## src/lcs_pkg.sv

```systemverilog
// shared constants and types for the data 3/4 input select block
package lcs_pkg;
    // ------------------------------------------------------------
    // register map
    // ------------------------------------------------------------
    localparam int          LCS_ADDR_W        = 4;
    localparam logic [3:0]  LCS_SEL_OFFSET    = 4'h0;
    localparam logic [3:0]  LCS_GATE_OFFSET   = 4'h1;
    localparam logic [3:0]  LCS_STAT_OFFSET   = 4'h2;
    localparam int          LCS_DATA_W        = 8;
    localparam int          LCS_IN_W          = 16;
    localparam int          LCS_CODE_W        = 3;
    localparam int          LCS_GATES         = 4;
    // ------------------------------------------------------------
    // field positions
    // ------------------------------------------------------------
    localparam int          LCS_CH3_LSB       = 0;
    localparam int          LCS_CH4_LSB       = 4;
    // per gate: bit 0 inverted ch3, 1 true ch3, 2 inverted ch4, 3 true ch4
    localparam int          LCS_EN_W          = 4;
    // ------------------------------------------------------------
    // reset values
    // ------------------------------------------------------------
    localparam logic [2:0]  LCS_CODE_RST      = 3'h0;
    localparam logic [15:0] LCS_GATE_EN_RST   = 16'h0000;
    // mapping: input index = code + base (mod 16)
    localparam logic [3:0]  LCS_CH3_BASE      = 4'h8;
    localparam logic [3:0]  LCS_CH4_BASE      = 4'hc;
endpackage : lcs_pkg

```

## src/lcs_sel_if.sv

```systemverilog
// routing codes and selected data passed between the block's modules
`timescale 1ns/1ps
`default_nettype none
interface lcs_sel_if;
    logic [2:0] chan3_source_code;
    logic [2:0] chan4_source_code;
    logic       chan3_data;
    logic       chan4_data;
    modport ctrl (output chan3_source_code, output chan4_source_code, input chan3_data, input chan4_data);
    modport mux  (input chan3_source_code, input chan4_source_code, output chan3_data, output chan4_data);
endinterface : lcs_sel_if
`default_nettype wire

```

## src/lcs_mux.sv

```systemverilog
// selects one line of the synchronised input bus for each data channel
`timescale 1ns/1ps
`default_nettype none
module lcs_mux
    import lcs_pkg::*;
#(
    parameter int IN_W = LCS_IN_W
) (
    input  wire logic                clk,
    input  wire logic                rst_b,
    input  wire logic                clk_en,
    input  wire logic [IN_W-1:0]     cell_input_bus,
    lcs_sel_if.mux                   sel
);
    typedef struct packed {
        logic [IN_W-1:0] sync1;
        logic [IN_W-1:0] sync2;
    } lcs_mux_state_type;

    lcs_mux_state_type state_q;
    lcs_mux_state_type state_d;
    logic [3:0]        idx3;
    logic [3:0]        idx4;

    always_comb begin
        state_d       = state_q;
        state_d.sync1 = cell_input_bus;
        state_d.sync2 = state_q.sync1;
    end

    always_ff @(posedge clk or negedge rst_b) begin
        if (!rst_b) begin
            state_q <= '0;
        end else if (clk_en) begin
            state_q <= state_d;
        end
    end

    // wrapping add gives 8..15 for ch3 and 12..15,0..3 for ch4
    assign idx3 = 4'({1'b0, sel.chan3_source_code} + LCS_CH3_BASE); // [RULE_02] [RULE_03]
    assign idx4 = 4'({1'b0, sel.chan4_source_code} + LCS_CH4_BASE); // [RULE_01]
    assign sel.chan3_data = state_q.sync2[idx3];
    assign sel.chan4_data = state_q.sync2[idx4];

    AST_CH4_LOW: assert property (@(posedge clk) disable iff (!rst_b) // [RULE_01]
        sel.chan4_source_code[2] |-> sel.chan4_data == state_q.sync2[sel.chan4_source_code[1:0]])
        else $error("chan4 low-input routing wrong");
    AST_CH4_HIGH: assert property (@(posedge clk) disable iff (!rst_b) // [RULE_01]
        !sel.chan4_source_code[2] |-> sel.chan4_data == state_q.sync2[{2'h3, sel.chan4_source_code[1:0]}])
        else $error("chan4 high-input routing wrong");
    AST_CH3_MAP: assert property (@(posedge clk) disable iff (!rst_b) // [RULE_02]
        sel.chan3_data == state_q.sync2[{1'b1, sel.chan3_source_code}])
        else $error("chan3 routing wrong");
    AST_CH3_LOWCODES: assert property (@(posedge clk) disable iff (!rst_b) // [RULE_03]
        (sel.chan3_source_code == 3'h0) |-> sel.chan3_data == state_q.sync2[8])
        else $error("chan3 code 0 not input 8");
endmodule : lcs_mux
`default_nettype wire

```

## src/lcs_gate_fan.sv

```systemverilog
// offers each selected channel in true and inverted form to each gate
`timescale 1ns/1ps
`default_nettype none
module lcs_gate_fan
    import lcs_pkg::*;
#(
    parameter int GATES = LCS_GATES
) (
    input  wire logic                         clk,
    input  wire logic                         rst_b,
    input  wire logic                         clk_en,
    input  wire logic                         chan3_data,
    input  wire logic                         chan4_data,
    input  wire logic [GATES*LCS_EN_W-1:0]    gate_en,
    output logic      [GATES*LCS_EN_W-1:0]    gate_terms
);
    typedef struct packed {
        logic [GATES*LCS_EN_W-1:0] terms;
    } lcs_fan_state_type;

    lcs_fan_state_type state_q;
    lcs_fan_state_type state_d;
    logic [LCS_EN_W-1:0] forms;

    assign forms = {chan4_data, ~chan4_data, chan3_data, ~chan3_data}; // [RULE_07]

    always_comb begin
        state_d       = state_q;
        state_d.terms = '0;
        for (int g = 0; g < GATES; g++) begin
            state_d.terms[g*LCS_EN_W +: LCS_EN_W] = forms & gate_en[g*LCS_EN_W +: LCS_EN_W]; // [RULE_07]
        end
    end

    always_ff @(posedge clk or negedge rst_b) begin
        if (!rst_b) begin
            state_q <= '0;
        end else if (clk_en) begin
            state_q <= state_d;
        end
    end

    assign gate_terms = state_q.terms;

    AST_GATE_TRUE4: assert property (@(posedge clk) disable iff (!rst_b) // [RULE_07]
        clk_en && gate_en[3] |=> gate_terms[3] == $past(chan4_data))
        else $error("true chan4 term not gated into gate 0");
    AST_GATE_OFF: assert property (@(posedge clk) disable iff (!rst_b) // [RULE_07]
        clk_en && gate_en == '0 |=> gate_terms == '0)
        else $error("disabled terms leaked into gates");
endmodule : lcs_gate_fan
`default_nettype wire

```

## src/lcs_top.sv

```systemverilog
// data 3/4 input select register with its routing and gate fan-out
`timescale 1ns/1ps
`default_nettype none
// How it works
// [RULE_01] ch4 code bits 6:4; codes 4..7 pick inputs 0..3, codes 0..3 inputs 12..15
// [RULE_02] ch3 code bits 2:0; codes 7 down to 2 pick inputs 15 down to 10
// [RULE_03] ch3 codes 1 and 0 pick inputs 9 and 8
// [RULE_04] bits 7 and 3 are unimplemented: read zero, writes ignored
// [RULE_05] codes undefined after power-on; other resets keep them
// [RULE_06] both code fields read and write, each write steers routing
// [RULE_07] each channel goes true and inverted to each gate under enable bits; here only gates 0 and 1 can be enabled, gates 2 and 3 stay off
module lcs_top
    import lcs_pkg::*;
#(
    parameter int IN_W  = LCS_IN_W,
    parameter int GATES = LCS_GATES
) (
    input  wire logic                       clk,
    input  wire logic                       rst_b,
    input  wire logic                       clk_en,
    input  wire logic                       soft_rst,
    input  wire logic [LCS_ADDR_W-1:0]      reg_addr,
    input  wire logic [LCS_DATA_W-1:0]      reg_wdata,
    input  wire logic                       reg_wr,
    input  wire logic                       reg_rd,
    output logic      [LCS_DATA_W-1:0]      reg_rdata,
    input  wire logic [IN_W-1:0]            cell_input_bus,
    output logic                            chan3_data,
    output logic                            chan4_data,
    output logic      [GATES*LCS_EN_W-1:0]  gate_terms
);
    // ------------------------------------------------------------
    // state
    // ------------------------------------------------------------
    typedef struct packed {
        logic [2:0]                chan3_code;
        logic [2:0]                chan4_code;
        logic [GATES*LCS_EN_W-1:0] gate_en;
        logic [LCS_DATA_W-1:0]     rdata;
        logic                      ch3_out;
        logic                      ch4_out;
    } lcs_top_state_type;

    lcs_top_state_type state_q;
    lcs_top_state_type state_d;
    lcs_sel_if         sel_bus ();

    // ------------------------------------------------------------
    // register writes and reads
    // ------------------------------------------------------------
    // soft_rst stands for every reset other than power-on: it leaves the codes alone
    always_comb begin
        state_d         = state_q;
        state_d.rdata   = '0;
        state_d.ch3_out = sel_bus.chan3_data;
        state_d.ch4_out = sel_bus.chan4_data;
        if (soft_rst) begin
            state_d.gate_en = LCS_GATE_EN_RST;
        end else if (reg_wr) begin
            unique case (reg_addr)
                LCS_SEL_OFFSET: begin
                    state_d.chan3_code = reg_wdata[LCS_CH3_LSB +: LCS_CODE_W]; // [RULE_06] [RULE_04]
                    state_d.chan4_code = reg_wdata[LCS_CH4_LSB +: LCS_CODE_W]; // [RULE_06] [RULE_04]
                end
                LCS_GATE_OFFSET: begin
                    // only gates 0 and 1 fit the 8-bit bus; the upper enables stay clear
                    state_d.gate_en = (GATES*LCS_EN_W)'(reg_wdata);
                end
                default: begin
                end
            endcase
        end
        if (reg_rd) begin
            unique case (reg_addr)
                LCS_SEL_OFFSET: begin
                    state_d.rdata = {1'b0, state_q.chan4_code, 1'b0, state_q.chan3_code}; // [RULE_04] [RULE_06]
                end
                LCS_GATE_OFFSET: begin
                    state_d.rdata = state_q.gate_en[LCS_DATA_W-1:0];
                end
                LCS_STAT_OFFSET: begin
                    state_d.rdata = {6'h00, state_q.ch4_out, state_q.ch3_out};
                end
                default: begin
                    state_d.rdata = '0;
                end
            endcase
        end
    end

    // codes have no meaningful power-on value; zero is one legal choice of it
    always_ff @(posedge clk or negedge rst_b) begin
        if (!rst_b) begin
            state_q            <= '0; // [RULE_05]
            state_q.chan3_code <= LCS_CODE_RST;
            state_q.chan4_code <= LCS_CODE_RST;
        end else if (clk_en) begin
            state_q <= state_d;
        end
    end

    // ------------------------------------------------------------
    // routing and fan-out
    // ------------------------------------------------------------
    assign sel_bus.chan3_source_code = state_q.chan3_code;
    assign sel_bus.chan4_source_code = state_q.chan4_code;

    lcs_mux #(
        .IN_W (IN_W)
    ) u_mux (
        .clk            (clk),
        .rst_b          (rst_b),
        .clk_en         (clk_en),
        .cell_input_bus (cell_input_bus),
        .sel            (sel_bus.mux)
    );

    lcs_gate_fan #(
        .GATES (GATES)
    ) u_fan (
        .clk        (clk),
        .rst_b      (rst_b),
        .clk_en     (clk_en),
        .chan3_data (sel_bus.chan3_data),
        .chan4_data (sel_bus.chan4_data),
        .gate_en    (state_q.gate_en),
        .gate_terms (gate_terms)
    );

    assign reg_rdata  = state_q.rdata;
    assign chan3_data = state_q.ch3_out;
    assign chan4_data = state_q.ch4_out;

    // ------------------------------------------------------------
    // checks
    // ------------------------------------------------------------
    AST_RSVD_ZERO: assert property (@(posedge clk) disable iff (!rst_b) // [RULE_04]
        $past(clk_en) && $past(reg_rd) && $past(reg_addr) == LCS_SEL_OFFSET
        |-> reg_rdata[7] == 1'b0 && reg_rdata[3] == 1'b0)
        else $error("unimplemented bit read nonzero");
    AST_WRITE_TAKES: assert property (@(posedge clk) disable iff (!rst_b) // [RULE_06]
        clk_en && reg_wr && reg_addr == LCS_SEL_OFFSET && !soft_rst
        |=> state_q.chan3_code == $past(reg_wdata[2:0]) && state_q.chan4_code == $past(reg_wdata[6:4]))
        else $error("select write not stored");
    AST_READBACK: assert property (@(posedge clk) disable iff (!rst_b) // [RULE_06]
        clk_en && reg_rd && reg_addr == LCS_SEL_OFFSET
        |=> reg_rdata == {1'b0, $past(state_q.chan4_code), 1'b0, $past(state_q.chan3_code)})
        else $error("select readback wrong");
    AST_SOFT_KEEP: assert property (@(posedge clk) disable iff (!rst_b) // [RULE_05]
        soft_rst |=> $stable(state_q.chan3_code) && $stable(state_q.chan4_code))
        else $error("soft reset disturbed select codes");
endmodule : lcs_top
`default_nettype wire

```

## config.mk

```make
export PLATFORM = sky130hd
export DESIGN_NAME = lcs_top
export DESIGN_NICKNAME = d
export VERILOG_FILES = /design/src/lcs_pkg.sv /design/src/lcs_sel_if.sv /design/src/lcs_mux.sv /design/src/lcs_gate_fan.sv /design/src/lcs_top.sv
export SDC_FILE = /design/constraint.sdc
export NUM_CORES = 1
export LEC_CHECK = 0
export ABC_CLOCK_PERIOD_IN_PS = 3700
export BUFFER_PORTS_ARGS = -buffer_cell sky130_fd_sc_hd__buf_2
export CAP_MARGIN = 20
export CORE_AREA = 2 2 80 74
export CTS_CLUSTER_DIAMETER = 60
export DETAILED_ROUTE_END_ITERATION = 10
export DIE_AREA = 0 0 82 76
export PLACE_DENSITY = 0.81
export SLEW_MARGIN = 20
export SYNTH_ARGS = -nofsm -noshare
export SYNTH_HDL_FRONTEND = slang
export SYNTH_SLANG_ARGS = --single-unit
```

## constraint.sdc

```tcl
create_clock -name clk -period 3.7 [get_ports clk]
set_input_delay 0.37 -clock clk [delete_from_list [all_inputs] [get_ports clk]]
set_output_delay 0.37 -clock clk [all_outputs]
set_load 0.02 [all_outputs]
```

==> results of run 1 <==
==> layout make-up <==
| cell class | instances | area share |
|---|---|---|
| Timing Repair Buffer | 49 | 0.08772 |
| Inverter | 9 | 0.01184 |
| Tap cell | 70 | 0.03070 |
| Clock inverter | 2 | 0.004386 |
| Clock buffer | 5 | 0.02412 |
| Sequential cell | 56 | 0.4912 |
| Multi-Input combinational cell | 116 | 0.3500 |
==> logic make-up after synthesis <==
group                  after synthesis
AO/OA/AOI/OAI                       35
buffers and inverters               37
flip-flops                          56
multiplexers                        48
other                                1
AND/OR/NAND/NOR                     25
==> report_power, final <==
group / internal, W / switching, W
sequential: 0.000677 / 0.0000512
combinational: 0.0000993 / 0.000115
clock: 0.000129 / 0.000191
==> flip-flops by register name, indices dropped and copies added (netlist names) <==
signal,cells
u_mux.state_d,12
u_mux.state_q,12
reg_rdata,8
state_q,8
u_fan.gate_terms,8
sel_bus.chan3_source_code,3
sel_bus.chan4_source_code,3
chan3_data,1
chan4_data,1
==> metal layers <==
metal / up-vias / global-route usage / wire, µm
met1: 807 / 0.2309 / 2284
met2: 51 / 0.2390 / 2051
met3: 5 / 0.04976 / 287
met4: 0 / 0.03000 / 40
met5: - / 0 / 0
li1: 770 / - / -
==> cells in the mapped netlist (all sizes together), types with 3 or more instances <==
| master | number | area share |
|---|---|---|
| mux2i | 18 | 0.069 |
| dfrtp | 56 | 0.54 |
| buf | 26 | 0.071 |
| nor2 | 11 | 0.017 |
| a22o | 6 | 0.020 |
| nand3 | 3 | 0.0058 |
| mux2 | 30 | 0.13 |
| o41ai | 8 | 0.033 |
| o21ai | 8 | 0.015 |
| nor2b | 3 | 0.010 |
| inv | 9 | 0.013 |
| o2bb2ai | 6 | 0.020 |
==> worst reg2reg max path: stages, from the launching register on <==
cell     delay, ps
dfrtp_1        510
mux2i_1        230
a22oi_1        100
and4_1         290
a22o_1         210
==> stage by stage <==
step                      setup WS (ps)  cells  utilization
after CTS                          2233    307       0.5220
after detailed placement           1956    300       0.5071
final                              2262    307       0.5220
after global placement             1984    300       0.5071
after global routing               2132    307       0.5220
after floorplan                    2374    209            -
==> worst min path at each step <==
stage	start	end	slack, ps	cells after the start
after detailed placement	reg_rdata[5]	reg_rdata[5]	470	1
final	rst_b	u_fan.gate_terms[6]	170	2
after global placement	reg_rdata[5]	reg_rdata[5]	470	1
after global routing	rst_b	u_fan.gate_terms[6]	230	2
after floorplan	rst_b	chan3_data	70	0
after CTS	rst_b	state_q[14]	210	2
==> summary.txt, run 1 <==
Status
  – Status: completed

Timing
  – Tcrit/Tclk final: 0.3885
  – Period minus WS final: 1438 ps
  – TNS Setup: 0 ps
  – F_max: roughly 700 MHz
  – Relative slew margins: 0.5473
  – RSZ-0062 raised after global routing: no
  – Slew Viols, Final: 0
  – Clk_skew: 3.713 ps
  – Worst slew pin tran: between 600 and 700 ps
  – Hold Violations, Final: 0
  – Final setup vio count: 0
  – Hold_ws: roughly 170 ps

Cells and area
  – Fin area: ~2900 µm²
  – Highest-count cells in the layout ignoring fill and taps: dfrtp_1 (56), buf_2 (47), mux2i_1 (18), mux2_2 (16), mux2_1 (14)
  – Nets: between 200 and 300
  – Area occupied by multi-input gates: approximately 1000 µm²
  – Antenna diode count: 0
  – FF/Latch Area: approximately 1400 µm²
  – Layout cells sized above 1: 0.3418
  – Commonest non-fill, non-tap cell in the layout: dfrtp_1
  – Final-layout fill cell count: 496
  – Area grow syn2layout: 9.721%

Setup path
  – Setup crit end: u_fan.gate_terms[5]
  – Crit start category: flip-flop
  – Critical path depth: 4
  – Register-to-Register Setup Slack: approximately 2300 ps
  – Critical path origin: sel_bus.chan3_source_code[0]
  – Critical Path Sink Type: flip-flop
  – R2R depth: 4
  – Critical path class: reg -> reg
  – CP required: 3910 ps
  – RR Endpoint: u_fan.gate_terms[5]
  – Slowest CP cell: dfrtp_1
  – Worst Path Buf+Inv: 0
  – CP Cell Sequence: mux2i_1 > a22oi_1 > and4_1 > a22o_1
  – Reg2Reg Launch Point: sel_bus.chan3_source_code[0]
  – Worst Path Max Fanout: 6
  – CP delay by family, top: flip-flops
  – CP max stage delay: 510 ps
  – Arrival time at the worst endpoint: 1640 ps

Place
  – Placed Instance Area: between 2000 and 3000 µm²
  – GP Congestion: roughly 0.74
  – HPWL Detailed: 3307 µm
  – PortBufs: 47

Die
  – Area of the core: approximately 5500 µm²
  – Die Span X: about 82 µm
  – Cell Rows: 26
  – Die area: roughly 6200 µm²
  – Die height: around 76 µm
  – Starting Density: 0.4757
  – Io pins: 60

Synthesis
  – Seq/Total Area, Yosys: 0.5390
  – Ys async rst share: 1.000
  – Largest family of logic cells by synthesized area: multiplexers
  – Post-synthesis xor/xnor area fraction: 0
  – Syn Area/Cell: between 10 and 15 µm²
  – Fraction of synthesized area in multiplexers: 0.1992
  – EDFF count, synth: 0
  – Synthesis-stage register bit count: 56
  – Synth Flop Type: dfrtp_1
  – Simple-Gate Fraction of Synth Area: 0.05823
  – Unique masters post-synth: 33
  – Cell Area, Synth: 2600 µm²
  – Post-synthesis cell count: about 200
  – Post-synthesis adder-cell area fraction: 0
  – Yosys warning count: 0
  – Synth Area in Compound Gates: 0.1150

Routing
  – Pre-antenna DRT Iters: 5
  – # DRC: 0
  – Via density per instance: approximately 5.3
  – Via count: between 1500 and 2000
  – WL final: between 4000 and 5000 µm
  – Routed Antenna Nets: 0
  – DRT iter0 DRCs: about 80
  – Average wire per standard cell: 15.19 µm

Power and ir drop
  – PwrDens: roughly 440 nW/µm²
  – VDD IR max: roughly 0.29 mV
  – Lkg Pwr: between 1 and 1.5 nW
  – Overall power: approximately 0.0013 W

Clock tree
  – H-tree levels: 2
  – CTS tree: built
  – Clock-pin slew on the worst setup and hold paths: 90 ps
  – Total setup buffers inserted after CTS: 0
  – Sink Count: between 50 and 60
  – CTS Buffer Depth: 2
  – CTS Hold Bufs: 0
  – TritonCTS Buffers: 5
  – Post-CTS sizing: 0
  – Clock tree root buffer cell: clkbuf_8
  – Clk_lat worst skew: just over 300 ps

Global route
  – Initial antenna violation count: 0
  – First-pass GRT wire length: 7562 µm
  – Grt total ovfl: 0
  – Largest net degree at the start of global routing: between 50 and 60
  – Vias in the first global route: about 1500
  – GRT Total Usage: 0.1596

Run
  – Max cap viols: 0

Worst hold path
  – Hold WC Path Type: in -> async
(Power assumes the default switching activity.)
==> run 2, diff against run 1 <==
--- a/config.mk
+++ b/config.mk
@@ -5,7 +5,7 @@
 export SDC_FILE = /design/constraint.sdc
 export NUM_CORES = 1
 export LEC_CHECK = 0
-export ABC_CLOCK_PERIOD_IN_PS = 3700
+export ABC_CLOCK_PERIOD_IN_PS = 1510
 export BUFFER_PORTS_ARGS = -buffer_cell sky130_fd_sc_hd__buf_2
 export CAP_MARGIN = 20
 export CORE_AREA = 2 2 80 74
==> constraint.sdc (replaced) <==
create_clock -name clk -period 1.51 [get_ports clk]
set_input_delay 0.151 -clock clk [delete_from_list [all_inputs] [get_ports clk]]
set_output_delay 0.151 -clock clk [all_outputs]
set_load 0.02 [all_outputs]
==> summary.txt, run 2 (synthesized netlist as in run 1, its figures left out) <==
Global route
  – Vias in the first global route: 1545 (+0.065%)
  – Largest net degree at the start of global routing: 57 (unchanged)
  – Grt total ovfl: 0 (unchanged)
  – First-pass GRT wire length: 7486 µm (-1.0%)
  – Initial antenna violation count: 0 (unchanged)
  – GRT Total Usage: 0.1596 (about the same)

Cells and area
  – Antenna diode count: 0 (unchanged)
  – Layout cells sized above 1: 0.3554 (+0.01360)
  – Fin area: 2944 µm² (+3.2%)
  – Highest-count cells in the layout ignoring fill and taps: dfrtp_1 (55), buf_2 (47), mux2i_1 (18), mux2_2 (16), mux2_1 (14)
  – Commonest non-fill, non-tap cell in the layout: dfrtp_1
  – Nets: 275 (+1.5%)
  – Util after Layout: 0.5387 (+0.01671)
  – Area grow syn2layout: 13.23%

Power and ir drop
  – Net Switching: 0.0008823 W (+150%)
  – Combinational share of power: 0.159 (-0.011)
  – VDD IR max: 0.6999 mV (+140%)
  – Lkg Pwr: 1.446 nW (+3.3%)
  – PwrDens: 1149 nW/µm² (+160%)
  – Clk pwr share: 0.313 (+0.060)
  – Internal: 0.002500 W (+180%)
  – Seq pwr share: 0.528 (-0.049)
  – Switching Fraction: 0.2609 (-0.02201)

Clock tree
  – CTS tree: built
  – Total setup buffers inserted after CTS: 0 (unchanged)
  – Clock tree root buffer cell: clkbuf_8
  – TritonCTS Buffers: 5 (unchanged)
  – Clock-pin slew on the worst setup and hold paths: 90 ps (about the same)
  – H-tree levels: 2 (unchanged)
  – Sink Count: 56 (unchanged)
  – Clk_lat worst skew: 310 ps (about the same)
  – CTS Buffer Depth: 2 (unchanged)

Setup path
  – Register-to-Register Setup Slack: 130 ps (-2130 ps)
  – R2R depth: 4 (unchanged)
  – Worst Path Max Fanout: 6 (unchanged)
  – Critical path class: reg -> reg
  – Reg2Reg Launch Point: sel_bus.chan4_source_code[0]
  – Critical Path Sink Type: flip-flop
  – CP required: 1760 ps (-2150 ps)
  – RR Endpoint: u_fan.gate_terms[3]
  – Crit start category: flip-flop
  – Arrival time at the worst endpoint: 1630 ps (about the same)

Place
  – Dpl ws: 71.93 ps (-1884 ps)
  – PortBufs: 47 (unchanged)
  – HPWL Detailed: 3306 µm (about the same)
  – Placed Instance Area: 2806 µm² (+1.3%)
  – GP Congestion: 0.7801 (+5.5%)

Routing
  – WL final: 4722 µm (+1.3%)
  – Routed Antenna Nets: 0 (unchanged)
  – Pre-antenna DRT Iters: 4 (-1)
  – Via count: 1645 (+0.73%)
  – # DRC: 0 (unchanged)
  – DRT iter0 DRCs: 111 (+41%)
  – Via density per instance: 5.272 (-0.88%)
  – Average wire per standard cell: 15.13 µm (-0.36%)

Die
  – Starting Density: 0.4757 (unchanged)
  – Io pins: 60 (unchanged)
  – Cell Rows: 26 (unchanged)
  – Area of the core: 5465 µm² (unchanged)
  – Die height: 76 µm (unchanged)
  – Die area: 6232 µm² (unchanged)
  – Die Span X: 82 µm (unchanged)

Timing
  – Tcrit/Tclk final: 0.9149 (+0.5263)
  – TNS Setup: 0 ps (unchanged)
  – Slew Viols, Final: 0 (unchanged)
  – Final critical-path setup slack: 128.5 ps (-2134 ps)
  – F_max: 723.9 MHz (+4.1%)
  – Final setup vio count: 0 (unchanged)
  – Worst slew pin tran: 512.4 ps (-166.6 ps)
  – Clk_skew: 8.133 ps (+4.420 ps)
  – RSZ-0062 raised after global routing: no
  – Period minus WS final: 1381 ps (-56.12 ps)
  – Hold Violations, Final: 0 (unchanged)
  – Relative slew margins: 0.6584 (+0.1111)

Worst hold path
  – Min-delay src: cell_input_bus[15]
  – Hold Path End: u_mux.state_d[15]
  – Hold WC Path Type: in -> reg
  – Worst hold path depth: 2

Status
  – Status: completed

Run
  – Max cap viols: 0 (unchanged)
run 2: per-stage QoR:
stage	instances	total power (W)	hold slack [ps]
CTS	312	0.003430	47.70
floorplan	209	0.002184	-144.6
detailed placement	303	0.002361	177.1
finish	312	0.003382	55.23
global route	312	0.003551	43.40
global placement	303	0.002332	169.0
run 2: final cells by class:
| class | instances | area [µm²] |
|---|---|---|
| repair buffers | 53 | 295.3 |
| flip-flops and latches | 56 | 1403 |
| inverters | 9 | 33.78 |
| fillers | 480 | 2521 |
| clock buffers | 7 | 96.34 |
| clock inverters | 1 | 30.03 |
| multi-input cells | 116 | 998.5 |
| well taps | 70 | 87.58 |
run 2: worst max-delay path by stage:
stage                                       startpoint                  end  slack, ps  cells after the start
after floorplan           sel_bus.chan4_source_code[0]  u_fan.gate_terms[7]        250                      5
after global placement    sel_bus.chan3_source_code[0]  u_fan.gate_terms[1]        130                      4
after detailed placement  sel_bus.chan3_source_code[0]  u_fan.gate_terms[1]         70                      4
after CTS                 sel_bus.chan3_source_code[0]  u_fan.gate_terms[1]         50                      4
after global routing      sel_bus.chan3_source_code[0]  u_fan.gate_terms[1]         50                      4
final                     sel_bus.chan4_source_code[0]  u_fan.gate_terms[3]        130                      4
run 2: power groups by stage:
stage          clock, W  sequential, W  combinational [W]
6_report        0.00106        0.00179           0.000537
5_1_grt         0.00115        0.00181           0.000596
4_1_cts         0.00110        0.00179           0.000547
3_5_place_dp          0        0.00182           0.000544
3_3_place_gp          0        0.00181           0.000524
2_1_floorplan         0        0.00181           0.000374
run 2: per-layer routing:
metal | vias up | part of all wire | GRT usage
met1 | 808 | 0.46 | 0.2266
met5 | - | 0 | 0
met2 | 52 | 0.46 | 0.2358
met4 | 0 | 0.015 | 0.06000
li1 | 777 | - | -
met3 | 8 | 0.061 | 0.03910
run 2: what timing repair did:
action | CTS | global route
endpoints found under the hold margin | 56 | 0
hold buffers | 1 | 0
setup endpoints to repair | 0 | 3
gates resized for setup | 0 | 1
run 2: worst max-delay path: stages (launching register included):
cell      delay, ps
dfrtp_1         490
mux2i_1         170
a221oi_2        280
and3_4          260
a22o_1          130
